$ cat src/inc/pace_pkg.sv
// Purpose: shared constants, types and register map of the pacing-artifact detector
// Assumes: channel samples arrive as a one-cycle strobe at the 128 kHz decimated rate
// Notes: all sample-based times except SLOPE_INT_CNT are derived from the sample rate below
package pace_pkg;
   // sample stream
   localparam int unsigned RATE_HZ = 128000;
   localparam int unsigned SMP_W = 16;
   localparam int unsigned LEAD_W = 18;
   localparam int unsigned CNT_W = 9;
   // times in microseconds and their sample counts (least rounds up, longest rounds down)
   localparam int unsigned TRANS_MAX_US = 156;
   localparam int unsigned MIN_WIDTH_US = 100;
   localparam int unsigned MAX_WIDTH_US = 2000;
   localparam logic [8:0] TRANS_MAX_CNT = 9'(TRANS_MAX_US * RATE_HZ / 1000000);
   localparam logic [8:0] MIN_WIDTH_CNT = 9'((MIN_WIDTH_US * RATE_HZ + 999999) / 1000000);
   localparam logic [8:0] MAX_WIDTH_CNT = 9'(MAX_WIDTH_US * RATE_HZ / 1000000);
   localparam logic [3:0] SLOPE_INT_CNT = 4'h2;
   // serial frame: write flag, 7-bit address, 24-bit data
   localparam logic [4:0] FRAME_LAST = 5'h1F;
   localparam int unsigned ADDR_MSB = 30;
   localparam int unsigned ADDR_LSB = 24;
   localparam int unsigned WR_BIT = 31;
   // register offsets
   localparam logic [6:0] ADDR_ECG_CTL = 7'h01;
   localparam logic [6:0] ADDR_PACE_CTL = 7'h04;
   localparam logic [6:0] ADDR_CMREF_CTL = 7'h05;
   localparam logic [6:0] ADDR_AMP_TH = 7'h07;
   localparam logic [6:0] ADDR_EDGE_TH = 7'h0E;
   localparam logic [6:0] ADDR_LVL_TH = 7'h0F;
   localparam logic [6:0] ADDR_SUMMARY = 7'h1A;
   localparam logic [6:0] ADDR_DETAIL0 = 7'h3A;
   localparam logic [6:0] ADDR_DETAIL2 = 7'h3C;
   // field positions
   localparam int unsigned CHCFG_BIT = 10;
   localparam int unsigned CEREF_BIT = 8;
   localparam int unsigned EN_LSB = 0;
   localparam int unsigned SEL_LSB = 3;
   localparam int unsigned WFILT_BIT = 11;
   localparam int unsigned CTL_W = 12;
   localparam int unsigned SUM_WIDTH_LSB = 5;
   localparam int unsigned SUM_HEIGHT_LSB = 12;
   // reset values, height limit and lead selection codes
   localparam logic [23:0] AMP_TH_RST = 24'h242424;
   localparam logic [23:0] EDGE_TH_RST = 24'h000000;
   localparam logic [23:0] LVL_TH_RST = 24'h000000;
   localparam logic [11:0] PACE_CTL_RST = 12'hE00;
   localparam logic [14:0] HEIGHT_MAX = 15'h7FFF;
   typedef enum logic [1:0] {LEAD_I = 2'h0, LEAD_II = 2'h1, LEAD_III = 2'h2, LEAD_AVF = 2'h3}
      lead_sel_t;
   // gray along idle -> slope -> trail; code 2'b10 is illegal
   typedef enum logic [1:0] {ST_IDLE = 2'b00, ST_SLOPE = 2'b01, ST_TRAIL = 2'b11} fsm_state_t;
   typedef struct packed {
      logic signed [15:0] ch1;
      logic signed [15:0] ch2;
      logic signed [15:0] ch3;
   } chan_smp_t;
   typedef struct packed {
      logic chcfg;
      logic ceref;
      lead_sel_t sel;
   } lead_cfg_t;
   typedef struct packed {
      logic [7:0] edge_th;
      logic signed [7:0] lvl_th;
      logic [7:0] amp_th;
      logic wfilt;
   } thr_t;
   typedef struct packed {
      logic [8:0] width;
      logic [14:0] height;
   } pace_res_t;
endpackage

$ cat src/core/lead_derive.sv
// Purpose: forms one pace lead from the three raw channel samples
// Assumes: samples are the decimated 128 kHz words, not the output frame data
// Notes: 18-bit result so differences and half-sums never wrap
module lead_derive (
   // clock and reset
   input wire logic clk_sys,
   input wire logic rst_sync_n,
   // samples and configuration
   input pace_pkg::chan_smp_t smp,
   input wire logic smp_valid,
   input pace_pkg::lead_cfg_t cfg,
   // derived lead
   output logic signed [17:0] lead_q,
   output logic lead_valid_q
);
   logic signed [17:0] c1, c2, c3, lead_d;

   // lead arithmetic per front-end configuration
   always_comb
   begin
      c1 = 18'(smp.ch1);
      c2 = 18'(smp.ch2);
      c3 = 18'(smp.ch3);
      lead_d = c1;
      unique case (cfg.sel)
         pace_pkg::LEAD_I:
            lead_d = (cfg.chcfg || cfg.ceref) ? c1 : c1 - c3;
         pace_pkg::LEAD_II:
            lead_d = cfg.chcfg ? -c3 : (cfg.ceref ? c2 : c2 - c3);
         pace_pkg::LEAD_III:
            lead_d = cfg.chcfg ? c2 : c2 - c1;
         pace_pkg::LEAD_AVF:
            if (cfg.chcfg)
               lead_d = -c3 - (c1 >>> 1);
            else if (cfg.ceref)
               lead_d = c2 - (c1 >>> 1);
            else
               lead_d = c2 - ((c1 + c3) >>> 1);
      endcase
   end

   // one register stage keeps the lead aligned with its strobe
   always_ff @(posedge clk_sys or negedge rst_sync_n)
   begin
      if (!rst_sync_n)
      begin
         lead_q <= 18'h00000;
         lead_valid_q <= 1'b0;
      end
      else
      begin
         lead_q <= smp_valid ? lead_d : lead_q;
         lead_valid_q <= smp_valid;
      end
   end
endmodule

$ cat src/core/pace_artifact_detector.sv
// Purpose: pacing-artifact detector with three lead machines and its serial registers
// Assumes: serial pins and channel samples are synchronous to clk_sys; sclk far slower
// Notes: serial frame is 32 bits, msb first: write flag, address, 24-bit data;
//        a read answers in the following frame
module pace_artifact_detector (
   // clock and reset
   input wire logic clk_sys,
   input wire logic rst_n,
   // 128 kHz channel samples from the decimation chain
   input pace_pkg::chan_smp_t smp,
   input wire logic smp_valid,
   // serial register port
   input wire logic sclk,
   input wire logic cs_n,
   input wire logic mosi,
   output logic miso,
   // frame assembly
   input wire logic frame_hdr_take,
   input wire logic frame_sel_summary,
   output logic [2:0] pace_flags,
   output logic [6:0] frame_summary,
   output logic frame_summary_en
);
   logic rst_meta_q, rst_sync_n;
   logic sclk_q, sclk_rise, sclk_fall;
   logic [4:0] bit_cnt_q, bit_cnt_d;
   logic [31:0] shin_q, shin_d, shout_q, shout_d, word;
   logic miso_q, miso_d, cmd;
   logic [6:0] addr;
   logic [23:0] rd_data;
   logic chcfg_q, chcfg_d, ceref_q, ceref_d;
   logic [11:0] ctl_q, ctl_d;
   logic [23:0] amp_q, amp_d, edge_q, edge_d, lvl_q, lvl_d;
   logic [2:0] found, flags_q, flags_d;
   pace_pkg::pace_res_t res [3];
   logic [23:0] detail_q [3];
   logic [23:0] detail_d [3];
   logic [6:0] summary_q, summary_d, fsum_q, fsum_d;
   logic fsum_en_q, fsum_en_d;

   // reset release through two flops; assertion stays asynchronous
   always_ff @(posedge clk_sys or negedge rst_n)
   begin
      if (!rst_n)
      begin
         rst_meta_q <= 1'b0;
         rst_sync_n <= 1'b0;
      end
      else
      begin
         rst_meta_q <= 1'b1;
         rst_sync_n <= rst_meta_q;
      end
   end

   // serial shifter: mosi taken on sclk rise, miso moved on sclk fall
   always_comb
   begin
      sclk_rise = sclk && !sclk_q;
      sclk_fall = !sclk && sclk_q;
      bit_cnt_d = bit_cnt_q;
      shin_d = shin_q;
      shout_d = shout_q;
      word = {shin_q[30:0], mosi};
      cmd = 1'b0;
      addr = word[pace_pkg::ADDR_MSB:pace_pkg::ADDR_LSB];
      if (cs_n)
         bit_cnt_d = 5'h00; // a frame always starts at bit 31
      else if (sclk_rise)
      begin
         shin_d = word;
         bit_cnt_d = bit_cnt_q + 5'h01;
         cmd = (bit_cnt_q == pace_pkg::FRAME_LAST);
      end
      else if (sclk_fall && bit_cnt_q != 5'h00)
         shout_d = {shout_q[30:0], 1'b0}; // no shift after the last edge: keeps the answer
      if (cmd)
         shout_d = word[pace_pkg::WR_BIT] ? 32'h00000000 : {1'b0, addr, rd_data};
      miso_d = shout_q[31];
   end

   always_ff @(posedge clk_sys or negedge rst_sync_n)
   begin
      if (!rst_sync_n)
      begin
         sclk_q <= 1'b0;
         bit_cnt_q <= 5'h00;
         shin_q <= 32'h00000000;
         shout_q <= 32'h00000000;
         miso_q <= 1'b0;
      end
      else
      begin
         sclk_q <= sclk;
         bit_cnt_q <= bit_cnt_d;
         shin_q <= shin_d;
         shout_q <= shout_d;
         miso_q <= miso_d;
      end
   end

   // register read mux; unmapped addresses read as zero
   always_comb
   begin
      rd_data = 24'h000000;
      unique case (addr)
         pace_pkg::ADDR_ECG_CTL: rd_data[pace_pkg::CHCFG_BIT] = chcfg_q;
         pace_pkg::ADDR_CMREF_CTL: rd_data[pace_pkg::CEREF_BIT] = ceref_q;
         pace_pkg::ADDR_PACE_CTL: rd_data[11:0] = ctl_q;
         pace_pkg::ADDR_AMP_TH: rd_data = amp_q;
         pace_pkg::ADDR_EDGE_TH: rd_data = edge_q;
         pace_pkg::ADDR_LVL_TH: rd_data = lvl_q;
         pace_pkg::ADDR_SUMMARY: rd_data[6:0] = summary_q;
         pace_pkg::ADDR_DETAIL0: rd_data = detail_q[0];
         pace_pkg::ADDR_DETAIL0 + 7'h01: rd_data = detail_q[1];
         pace_pkg::ADDR_DETAIL2: rd_data = detail_q[2];
         default: rd_data = 24'h000000;
      endcase
   end

   // register writes; only the bits this block uses are kept, plus the unused ctl_q bits 10:9
   always_comb
   begin
      chcfg_d = chcfg_q;
      ceref_d = ceref_q;
      ctl_d = ctl_q;
      amp_d = amp_q;
      edge_d = edge_q;
      lvl_d = lvl_q;
      if (cmd && word[pace_pkg::WR_BIT])
      begin
         unique case (addr)
            pace_pkg::ADDR_ECG_CTL: chcfg_d = word[pace_pkg::CHCFG_BIT];
            pace_pkg::ADDR_CMREF_CTL: ceref_d = word[pace_pkg::CEREF_BIT];
            pace_pkg::ADDR_PACE_CTL: ctl_d = word[11:0];
            pace_pkg::ADDR_AMP_TH: amp_d = word[23:0];
            pace_pkg::ADDR_EDGE_TH: edge_d = word[23:0];
            pace_pkg::ADDR_LVL_TH: lvl_d = word[23:0];
            default: chcfg_d = chcfg_q; // read-only or unmapped: ignored
         endcase
      end
   end

   always_ff @(posedge clk_sys or negedge rst_sync_n)
   begin
      if (!rst_sync_n)
      begin
         chcfg_q <= 1'b0;
         ceref_q <= 1'b0;
         ctl_q <= pace_pkg::PACE_CTL_RST;
         amp_q <= pace_pkg::AMP_TH_RST;
         edge_q <= pace_pkg::EDGE_TH_RST;
         lvl_q <= pace_pkg::LVL_TH_RST;
      end
      else
      begin
         chcfg_q <= chcfg_d;
         ceref_q <= ceref_d;
         ctl_q <= ctl_d;
         amp_q <= amp_d;
         edge_q <= edge_d;
         lvl_q <= lvl_d;
      end
   end

   // three identical machines, each with its own lead, enable and thresholds
   for (genvar i = 0; i < 3; i++)
   begin : g_mach
      pace_pkg::lead_cfg_t cfg;
      pace_pkg::thr_t thr;
      logic signed [17:0] lead;
      logic lead_valid;
      assign cfg = '{chcfg: chcfg_q, ceref: ceref_q,
         sel: pace_pkg::lead_sel_t'(ctl_q[pace_pkg::SEL_LSB + 2 * i +: 2])};
      assign thr = '{edge_th: edge_q[8 * i +: 8], lvl_th: lvl_q[8 * i +: 8],
         amp_th: amp_q[8 * i +: 8], wfilt: ctl_q[pace_pkg::WFILT_BIT]};
      lead_derive u_lead (
         .clk_sys(clk_sys),
         .rst_sync_n(rst_sync_n),
         .smp(smp),
         .smp_valid(smp_valid),
         .cfg(cfg),
         .lead_q(lead),
         .lead_valid_q(lead_valid)
      );
      pace_fsm u_fsm (
         .clk_sys(clk_sys),
         .rst_sync_n(rst_sync_n),
         .enable(ctl_q[pace_pkg::EN_LSB + i]),
         .thr(thr),
         .lead(lead),
         .lead_valid(lead_valid),
         .found_q(found[i]),
         .res_q(res[i])
      );
   end

   // header flags: a new pace wins over the header taking the old one
   always_comb
   begin
      flags_d = found | (flags_q & {3{!frame_hdr_take}});
      summary_d = summary_q;
      for (int k = 2; k >= 0; k--)
      begin
         detail_d[k] = found[k] ? 24'(res[k]) : detail_q[k];
         if (found[k])
            summary_d = {res[k].width[pace_pkg::SUM_WIDTH_LSB +: 4],
               res[k].height[pace_pkg::SUM_HEIGHT_LSB +: 3]};
      end
      fsum_en_d = frame_sel_summary;
      fsum_d = frame_sel_summary ? summary_q : 7'h00;
   end

   always_ff @(posedge clk_sys or negedge rst_sync_n)
   begin
      if (!rst_sync_n)
      begin
         flags_q <= 3'h0;
         summary_q <= 7'h00;
         detail_q <= '{default: 24'h000000};
         fsum_q <= 7'h00;
         fsum_en_q <= 1'b0;
      end
      else
      begin
         flags_q <= flags_d;
         summary_q <= summary_d;
         detail_q <= detail_d;
         fsum_q <= fsum_d;
         fsum_en_q <= fsum_en_d;
      end
   end

   // outputs straight from flops
   assign miso = miso_q;
   assign pace_flags = flags_q;
   assign frame_summary = fsum_q;
   assign frame_summary_en = fsum_en_q;
endmodule

$ cat src/core/pace_fsm.sv
// Purpose: one pace detection machine: leading edge, top slope, trailing edge
// Assumes: lead_valid pulses once per 128 kHz sample
// Notes: edge and level thresholds are in sample LSBs, the height threshold in steps of 2 LSBs; polarity follows the leading edge
module pace_fsm (
   // clock and reset
   input wire logic clk_sys,
   input wire logic rst_sync_n,
   // control
   input wire logic enable,
   input pace_pkg::thr_t thr,
   // lead samples
   input wire logic signed [17:0] lead,
   input wire logic lead_valid,
   // result
   output logic found_q,
   output pace_pkg::pace_res_t res_q
);
   pace_pkg::fsm_state_t state_q, state_d;
   logic signed [17:0] base_q, base_d, ref_q, ref_d;
   logic neg_q, neg_d, found_d;
   logic [8:0] cnt_q, cnt_d, width;
   logic [3:0] icnt_q, icnt_d;
   logic signed [19:0] peak_q, peak_d, diff, absd, adj, step, eth, amp, lvl;
   pace_pkg::pace_res_t res_d;

   // per-sample walk through the pulse shape
   always_comb
   begin
      state_d = state_q;
      base_d = base_q;
      ref_d = ref_q;
      neg_d = neg_q;
      cnt_d = cnt_q;
      icnt_d = icnt_q;
      peak_d = peak_q;
      found_d = 1'b0;
      res_d = res_q;
      diff = 20'(lead) - 20'(base_q);
      absd = diff[19] ? -diff : diff;
      adj = neg_q ? -diff : diff;
      step = neg_q ? 20'(ref_q) - 20'(lead) : 20'(lead) - 20'(ref_q);
      eth = {12'h000, (thr.edge_th == 8'h00) ? thr.amp_th : thr.edge_th};
      amp = {11'h000, thr.amp_th, 1'b0};
      lvl = {{12{thr.lvl_th[7]}}, thr.lvl_th};
      width = cnt_q + 9'h001;
      if (!enable)
      begin
         state_d = pace_pkg::ST_IDLE;
         base_d = lead;
      end
      else if (lead_valid)
      begin
         unique case (state_q)
            pace_pkg::ST_IDLE:
            begin
               if (absd > eth)
               begin
                  state_d = pace_pkg::ST_SLOPE;
                  neg_d = diff[19];
                  ref_d = lead;
                  peak_d = absd;
                  cnt_d = 9'h000;
                  icnt_d = 4'h0;
               end
               else
                  base_d = lead; // baseline follows the signal; held once an edge starts
            end
            pace_pkg::ST_SLOPE:
            begin
               cnt_d = cnt_q + 9'h001;
               icnt_d = icnt_q + 4'h1;
               peak_d = (adj > peak_q) ? adj : peak_q;
               if (icnt_q == pace_pkg::SLOPE_INT_CNT - 4'h1)
               begin
                  icnt_d = 4'h0;
                  ref_d = lead;
                  if (step <= lvl && cnt_q > pace_pkg::TRANS_MAX_CNT)
                  begin
                     state_d = pace_pkg::ST_IDLE;
                     base_d = lead; // re-baseline, or the same slow step retriggers
                  end
                  else if (step <= lvl)
                     state_d = pace_pkg::ST_TRAIL;
               end
            end
            pace_pkg::ST_TRAIL:
            begin
               cnt_d = cnt_q + 9'h001;
               peak_d = (adj > peak_q) ? adj : peak_q;
               if (adj < eth) // opposite edge back to baseline
               begin
                  state_d = pace_pkg::ST_IDLE;
                  found_d = (peak_q >= amp) && (width <= pace_pkg::MAX_WIDTH_CNT)
                     && (!thr.wfilt || width >= pace_pkg::MIN_WIDTH_CNT);
                  res_d.width = found_d ? width : res_q.width;
                  res_d.height = !found_d ? res_q.height :
                     (peak_q > 20'(pace_pkg::HEIGHT_MAX)) ? pace_pkg::HEIGHT_MAX : peak_q[14:0];
               end
               else if (cnt_q >= pace_pkg::MAX_WIDTH_CNT)
               begin
                  state_d = pace_pkg::ST_IDLE; // too wide: always rejected
                  base_d = lead; // a long plateau becomes the new baseline
               end
            end
            default:
               state_d = pace_pkg::ST_IDLE;
         endcase
      end
   end

   // state registers
   always_ff @(posedge clk_sys or negedge rst_sync_n)
   begin
      if (!rst_sync_n)
      begin
         state_q <= pace_pkg::ST_IDLE;
         base_q <= 18'h00000;
         ref_q <= 18'h00000;
         neg_q <= 1'b0;
         cnt_q <= 9'h000;
         icnt_q <= 4'h0;
         peak_q <= 20'h00000;
         found_q <= 1'b0;
         res_q <= '0;
      end
      else
      begin
         state_q <= state_d;
         base_q <= base_d;
         ref_q <= ref_d;
         neg_q <= neg_d;
         cnt_q <= cnt_d;
         icnt_q <= icnt_d;
         peak_q <= peak_d;
         found_q <= found_d;
         res_q <= res_d;
      end
   end
endmodule

$ cat config.mk
export PLATFORM = sky130hd
export DESIGN_NAME = pace_artifact_detector
export DESIGN_NICKNAME = d
export VERILOG_FILES = /design/src/inc/pace_pkg.sv /design/src/core/lead_derive.sv /design/src/core/pace_artifact_detector.sv /design/src/core/pace_fsm.sv
export SDC_FILE = /design/constraint.sdc
export NUM_CORES = 2
export LEC_CHECK = 0
export ABC_AREA = 1
export BUFFER_PORTS_ARGS = -buffer_cell sky130_fd_sc_hd__buf_2
export CAP_MARGIN = 15
export CORE_ASPECT_RATIO = 1.5
export CORE_UTILIZATION = 30
export CTS_CLUSTER_SIZE = 16
export DETAILED_ROUTE_END_ITERATION = 8
export PLACE_DENSITY = 0.52
export SLEW_MARGIN = 15
export SYNTH_ARGS = -nofsm -noshare
export SYNTH_HDL_FRONTEND = slang
export SYNTH_SLANG_ARGS = --single-unit
$ cat constraint.sdc
create_clock -name clk_sys -period 16.44 [get_ports clk_sys]
set_input_delay 0.822 -clock clk_sys [delete_from_list [all_inputs] [get_ports clk_sys]]
set_output_delay 0.822 -clock clk_sys [all_outputs]
set_load 0.005 [all_outputs]
==> impl_metrics.csv <==
group,metric,value,unit
sta,fin_crit,6.25,ns
sta,holdWs,0.272,ns
yosys,ys_warn_count,0,
floorplan,pin_count,68,
sta,period_share,0.380,
critical_path,critPathMaxStageDelay,0.64,ns
power,max-vdd-ir-drop,0.0713,mV
sta,tightest_slew,1.24,ns
global_route,antenna_found_initial,1,
floorplan,coreArea,0.162,mm^2
yosys,synth_area_leader_cell,"dfrtp_1",
critical_path,critPathMaxFanout,21,
sta,rsz0062_at_grt,"no",
finish,final_nets,7660,
detailed_routing,dr_total_vias,47100,
sta,relSlewSlack,0.168,
yosys,ys_top_cells_by_area,"dfrtp_1 30%, nand2_1 16%, ha_1 12%",
floorplan,die_width,332,um
place,io_buffers,67,
power,p_per_area,107,mW/mm^2
sta,setup_tns,0,ns
power,p_leak,26.4,nW
run_status,run_status,"completed",
clock_network,cts_resized,0,
critical_path,critPathMostFrequentCell,"nand2_1",
worst_hold_path,hold_class,"input pin to flip-flop",
detailed_routing,vias_per_cell,5.08,
clock_network,cts.sinks,594,
yosys,synth_edf_count,0,
sta,report.final.slew_viol_count,0,
sta,clock_skew,0.0424,ns
sta,hold_viol,0,
critical_path,cp.arrival,6.80,ns
global_route,grt_pass1_vias,46300,
clock_network,path_clk_slew,0.06,ns
critical_path,worstSetupEndpointType,"flip-flop",
critical_path,cp.required,16.99,ns
yosys,synthDistinctLibCells,78,
sta,setup_viol,0,
global_route,grt_pass1_wl,269,mm
critical_path,crit_type,"flip-flop to flip-flop",
power,power,0.00578,W
place,gp_congestion,0.929,
clock_network,clkLatencyLatePin,0.69,ns
clock_network,htree_levels,3,
clock_network,cts_setup_buffers,0,
yosys,synth_top_area_share,0.298,
finish,drive_gt1_frac,0.0573,
sta,max_freq,160,MHz
yosys,async_flop_share,1.00,
detailed_routing,ant_nets,0,
detailed_routing,drtIter0Drc,2934,
clock_network,clock_path_buffers,3,
floorplan,start_util,0.302,
floorplan,core.rowCount,181,
detailed_routing,drc,0,
detailed_routing,first_pass_iters,5,
yosys,synthCells,7135,
finish,fill_cells,17600,
detailed_routing,finalWirelength,175,mm
clock_network,cts_tree,"built",
floorplan,die_y,498,um
yosys,synth_ff_type,"dfrtp_1",
critical_path,cpMaxStageDelayCell,"clkinv_1",
critical_path,critPathLaunchType,"flip-flop",
clock_network,cts_buffers,70,
global_route,grt_max_degree,71,
finish,synthToLayoutAreaGrowth,9.92,%
floorplan,dieArea,0.165,mm^2
yosys,ys_seq_area_frac,0.303,
detailed_routing,detail_route.wl_per_cell,18.9,um
yosys,synth_seq_cells,594,
yosys,synth_nets,7685,
clock_network,cts_root_buf,"clkbuf_16",
yosys,synth_commonest_cells,"2,062 x nand2_1, 961 x inv_1, 639 x o21ai_0",
yosys,netlist_area,0.0491,mm^2
yosys,syn_avg_cell_area,6.88,um^2
yosys,yosysMostFrequentCell,"nand2_1",
place,post-dp-hpwl,141,mm
job,drv_cap,0,
global_route,grt.total_usage,0.209,
global_route,globalRoute.totalOverflow,0,
## sequential cells by signal, indices dropped and copies added, names as in the netlist, 27 cells and up
register / count
g_mach.u_lead.lead_q: 54
g_mach.u_fsm.ref_q: 54
g_mach.u_fsm.base_q: 54
shin_q: 31
g_mach.u_fsm.cnt_q: 27
g_mach.u_fsm.peak_q: 60
detail_q: 72
g_mach.u_fsm.res_q: 72
shout_q: 32
## final timing paths
check                                             endpoint                       start  cells past startpoint  slack, ns
worst max-delay path             g_mach[1].u_fsm.peak_q[1]  g_mach[1].u_lead.lead_q[0]                     31      10.19
worst min-delay path                                sclk_q                        sclk                      1       0.27
worst max register to register   g_mach[1].u_fsm.peak_q[1]  g_mach[1].u_lead.lead_q[0]                     31      10.19
worst min register to register                  rst_sync_n                  rst_meta_q                      0       0.34
max in group asynchronous         g_mach[2].u_fsm.ref_q[5]                  rst_sync_n                      4      12.47
min in group asynchronous       g_mach[0].u_fsm.base_q[17]                  rst_sync_n                      0       0.39
## cells in the final DEF, fill, tap and decap left out, types with 72 or more instances in the layout
cell	synthesis	routed
clkbuf_16	0	72
o21ai_1	98	98
dfrtp_1	585	584
inv_1	961	960
nor2_1	432	429
nand3_1	380	380
ha_1	479	479
a21oi_1	382	382
nand2_1	2062	2062
nand4_1	157	157
o21ai_0	639	639
xor2_1	98	98
## layer usage
layer	share of wire	vias to the layer above	GRT usage
met4	0.070	0	0.136
met1	0.39	22200	0.227
met3	0.029	372	0.0173
li1	-	23500	-
met2	0.51	1014	0.385
met5	0	-	0
## worst max-delay path, delay by kind of cell (launching register included)
kind                       cells  cell delay [ns]
AOI/OAI and AO/OA              3             0.86
adders and majority gates      3             0.78
buffers and inverters          3             0.85
DFF                            1             0.40
and+or+nand+nor               22             3.25
## cell type report
type	count	area [um^2]	share of cell area
Timing Repair Buffer	131	818	0.0152
Inverter	979	3680	0.0681
Antenna cell	1	2.50	0.0000464
Sequential cell	594	14900	0.276
Multi-Input combinational cell	5334	29500	0.547
Clock inverter	30	384	0.00712
Tap cell	2104	2630	0.0488
Clock buffer	99	2060	0.0382
## cell families (layout without fill, tap and decap cells)
kind of cell	count (synthesis)	after routing	share of synthesized area
xor+xnor	124	124	0.0225
compound gates	1460	1460	0.169
other cells	1	2	0.0000764
simple gates	3246	3246	0.280
buf+inv	1207	1239	0.0962
fa+ha+maj	494	494	0.128
flops	594	594	0.303
mux	9	9	0.00183
## power by group
group	leakage, nW	total (W)	internal [W]	switching, W
sequential	7.88	0.00163	0.00154	0.0000835
combinational	17.3	0.00248	0.000813	0.00167
clock	1.20	0.00168	0.000969	0.000706
total	26.4	0.00578	0.00333	0.00246
## timing repair
item | in CTS | in global routing
endpoints found under the hold margin | 2 | 0
hold buffers | 1 | 0
setup endpoints to repair | 0 | 0
## per-stage QoR
stage | util | worst slack, ns | std cells | area, um^2
global route | 0.332 | 9.62 | 9272 | 54000
floorplan | - | 6.79 | 7135 | 49100
finish | 0.332 | 10.19 | 9272 | 54000
detailed placement | 0.317 | 10.27 | 9141 | 51500
global placement | 0.317 | 10.40 | 9141 | 51500
CTS | 0.332 | 10.23 | 9271 | 54000
Power figures use the tool's default switching activity.
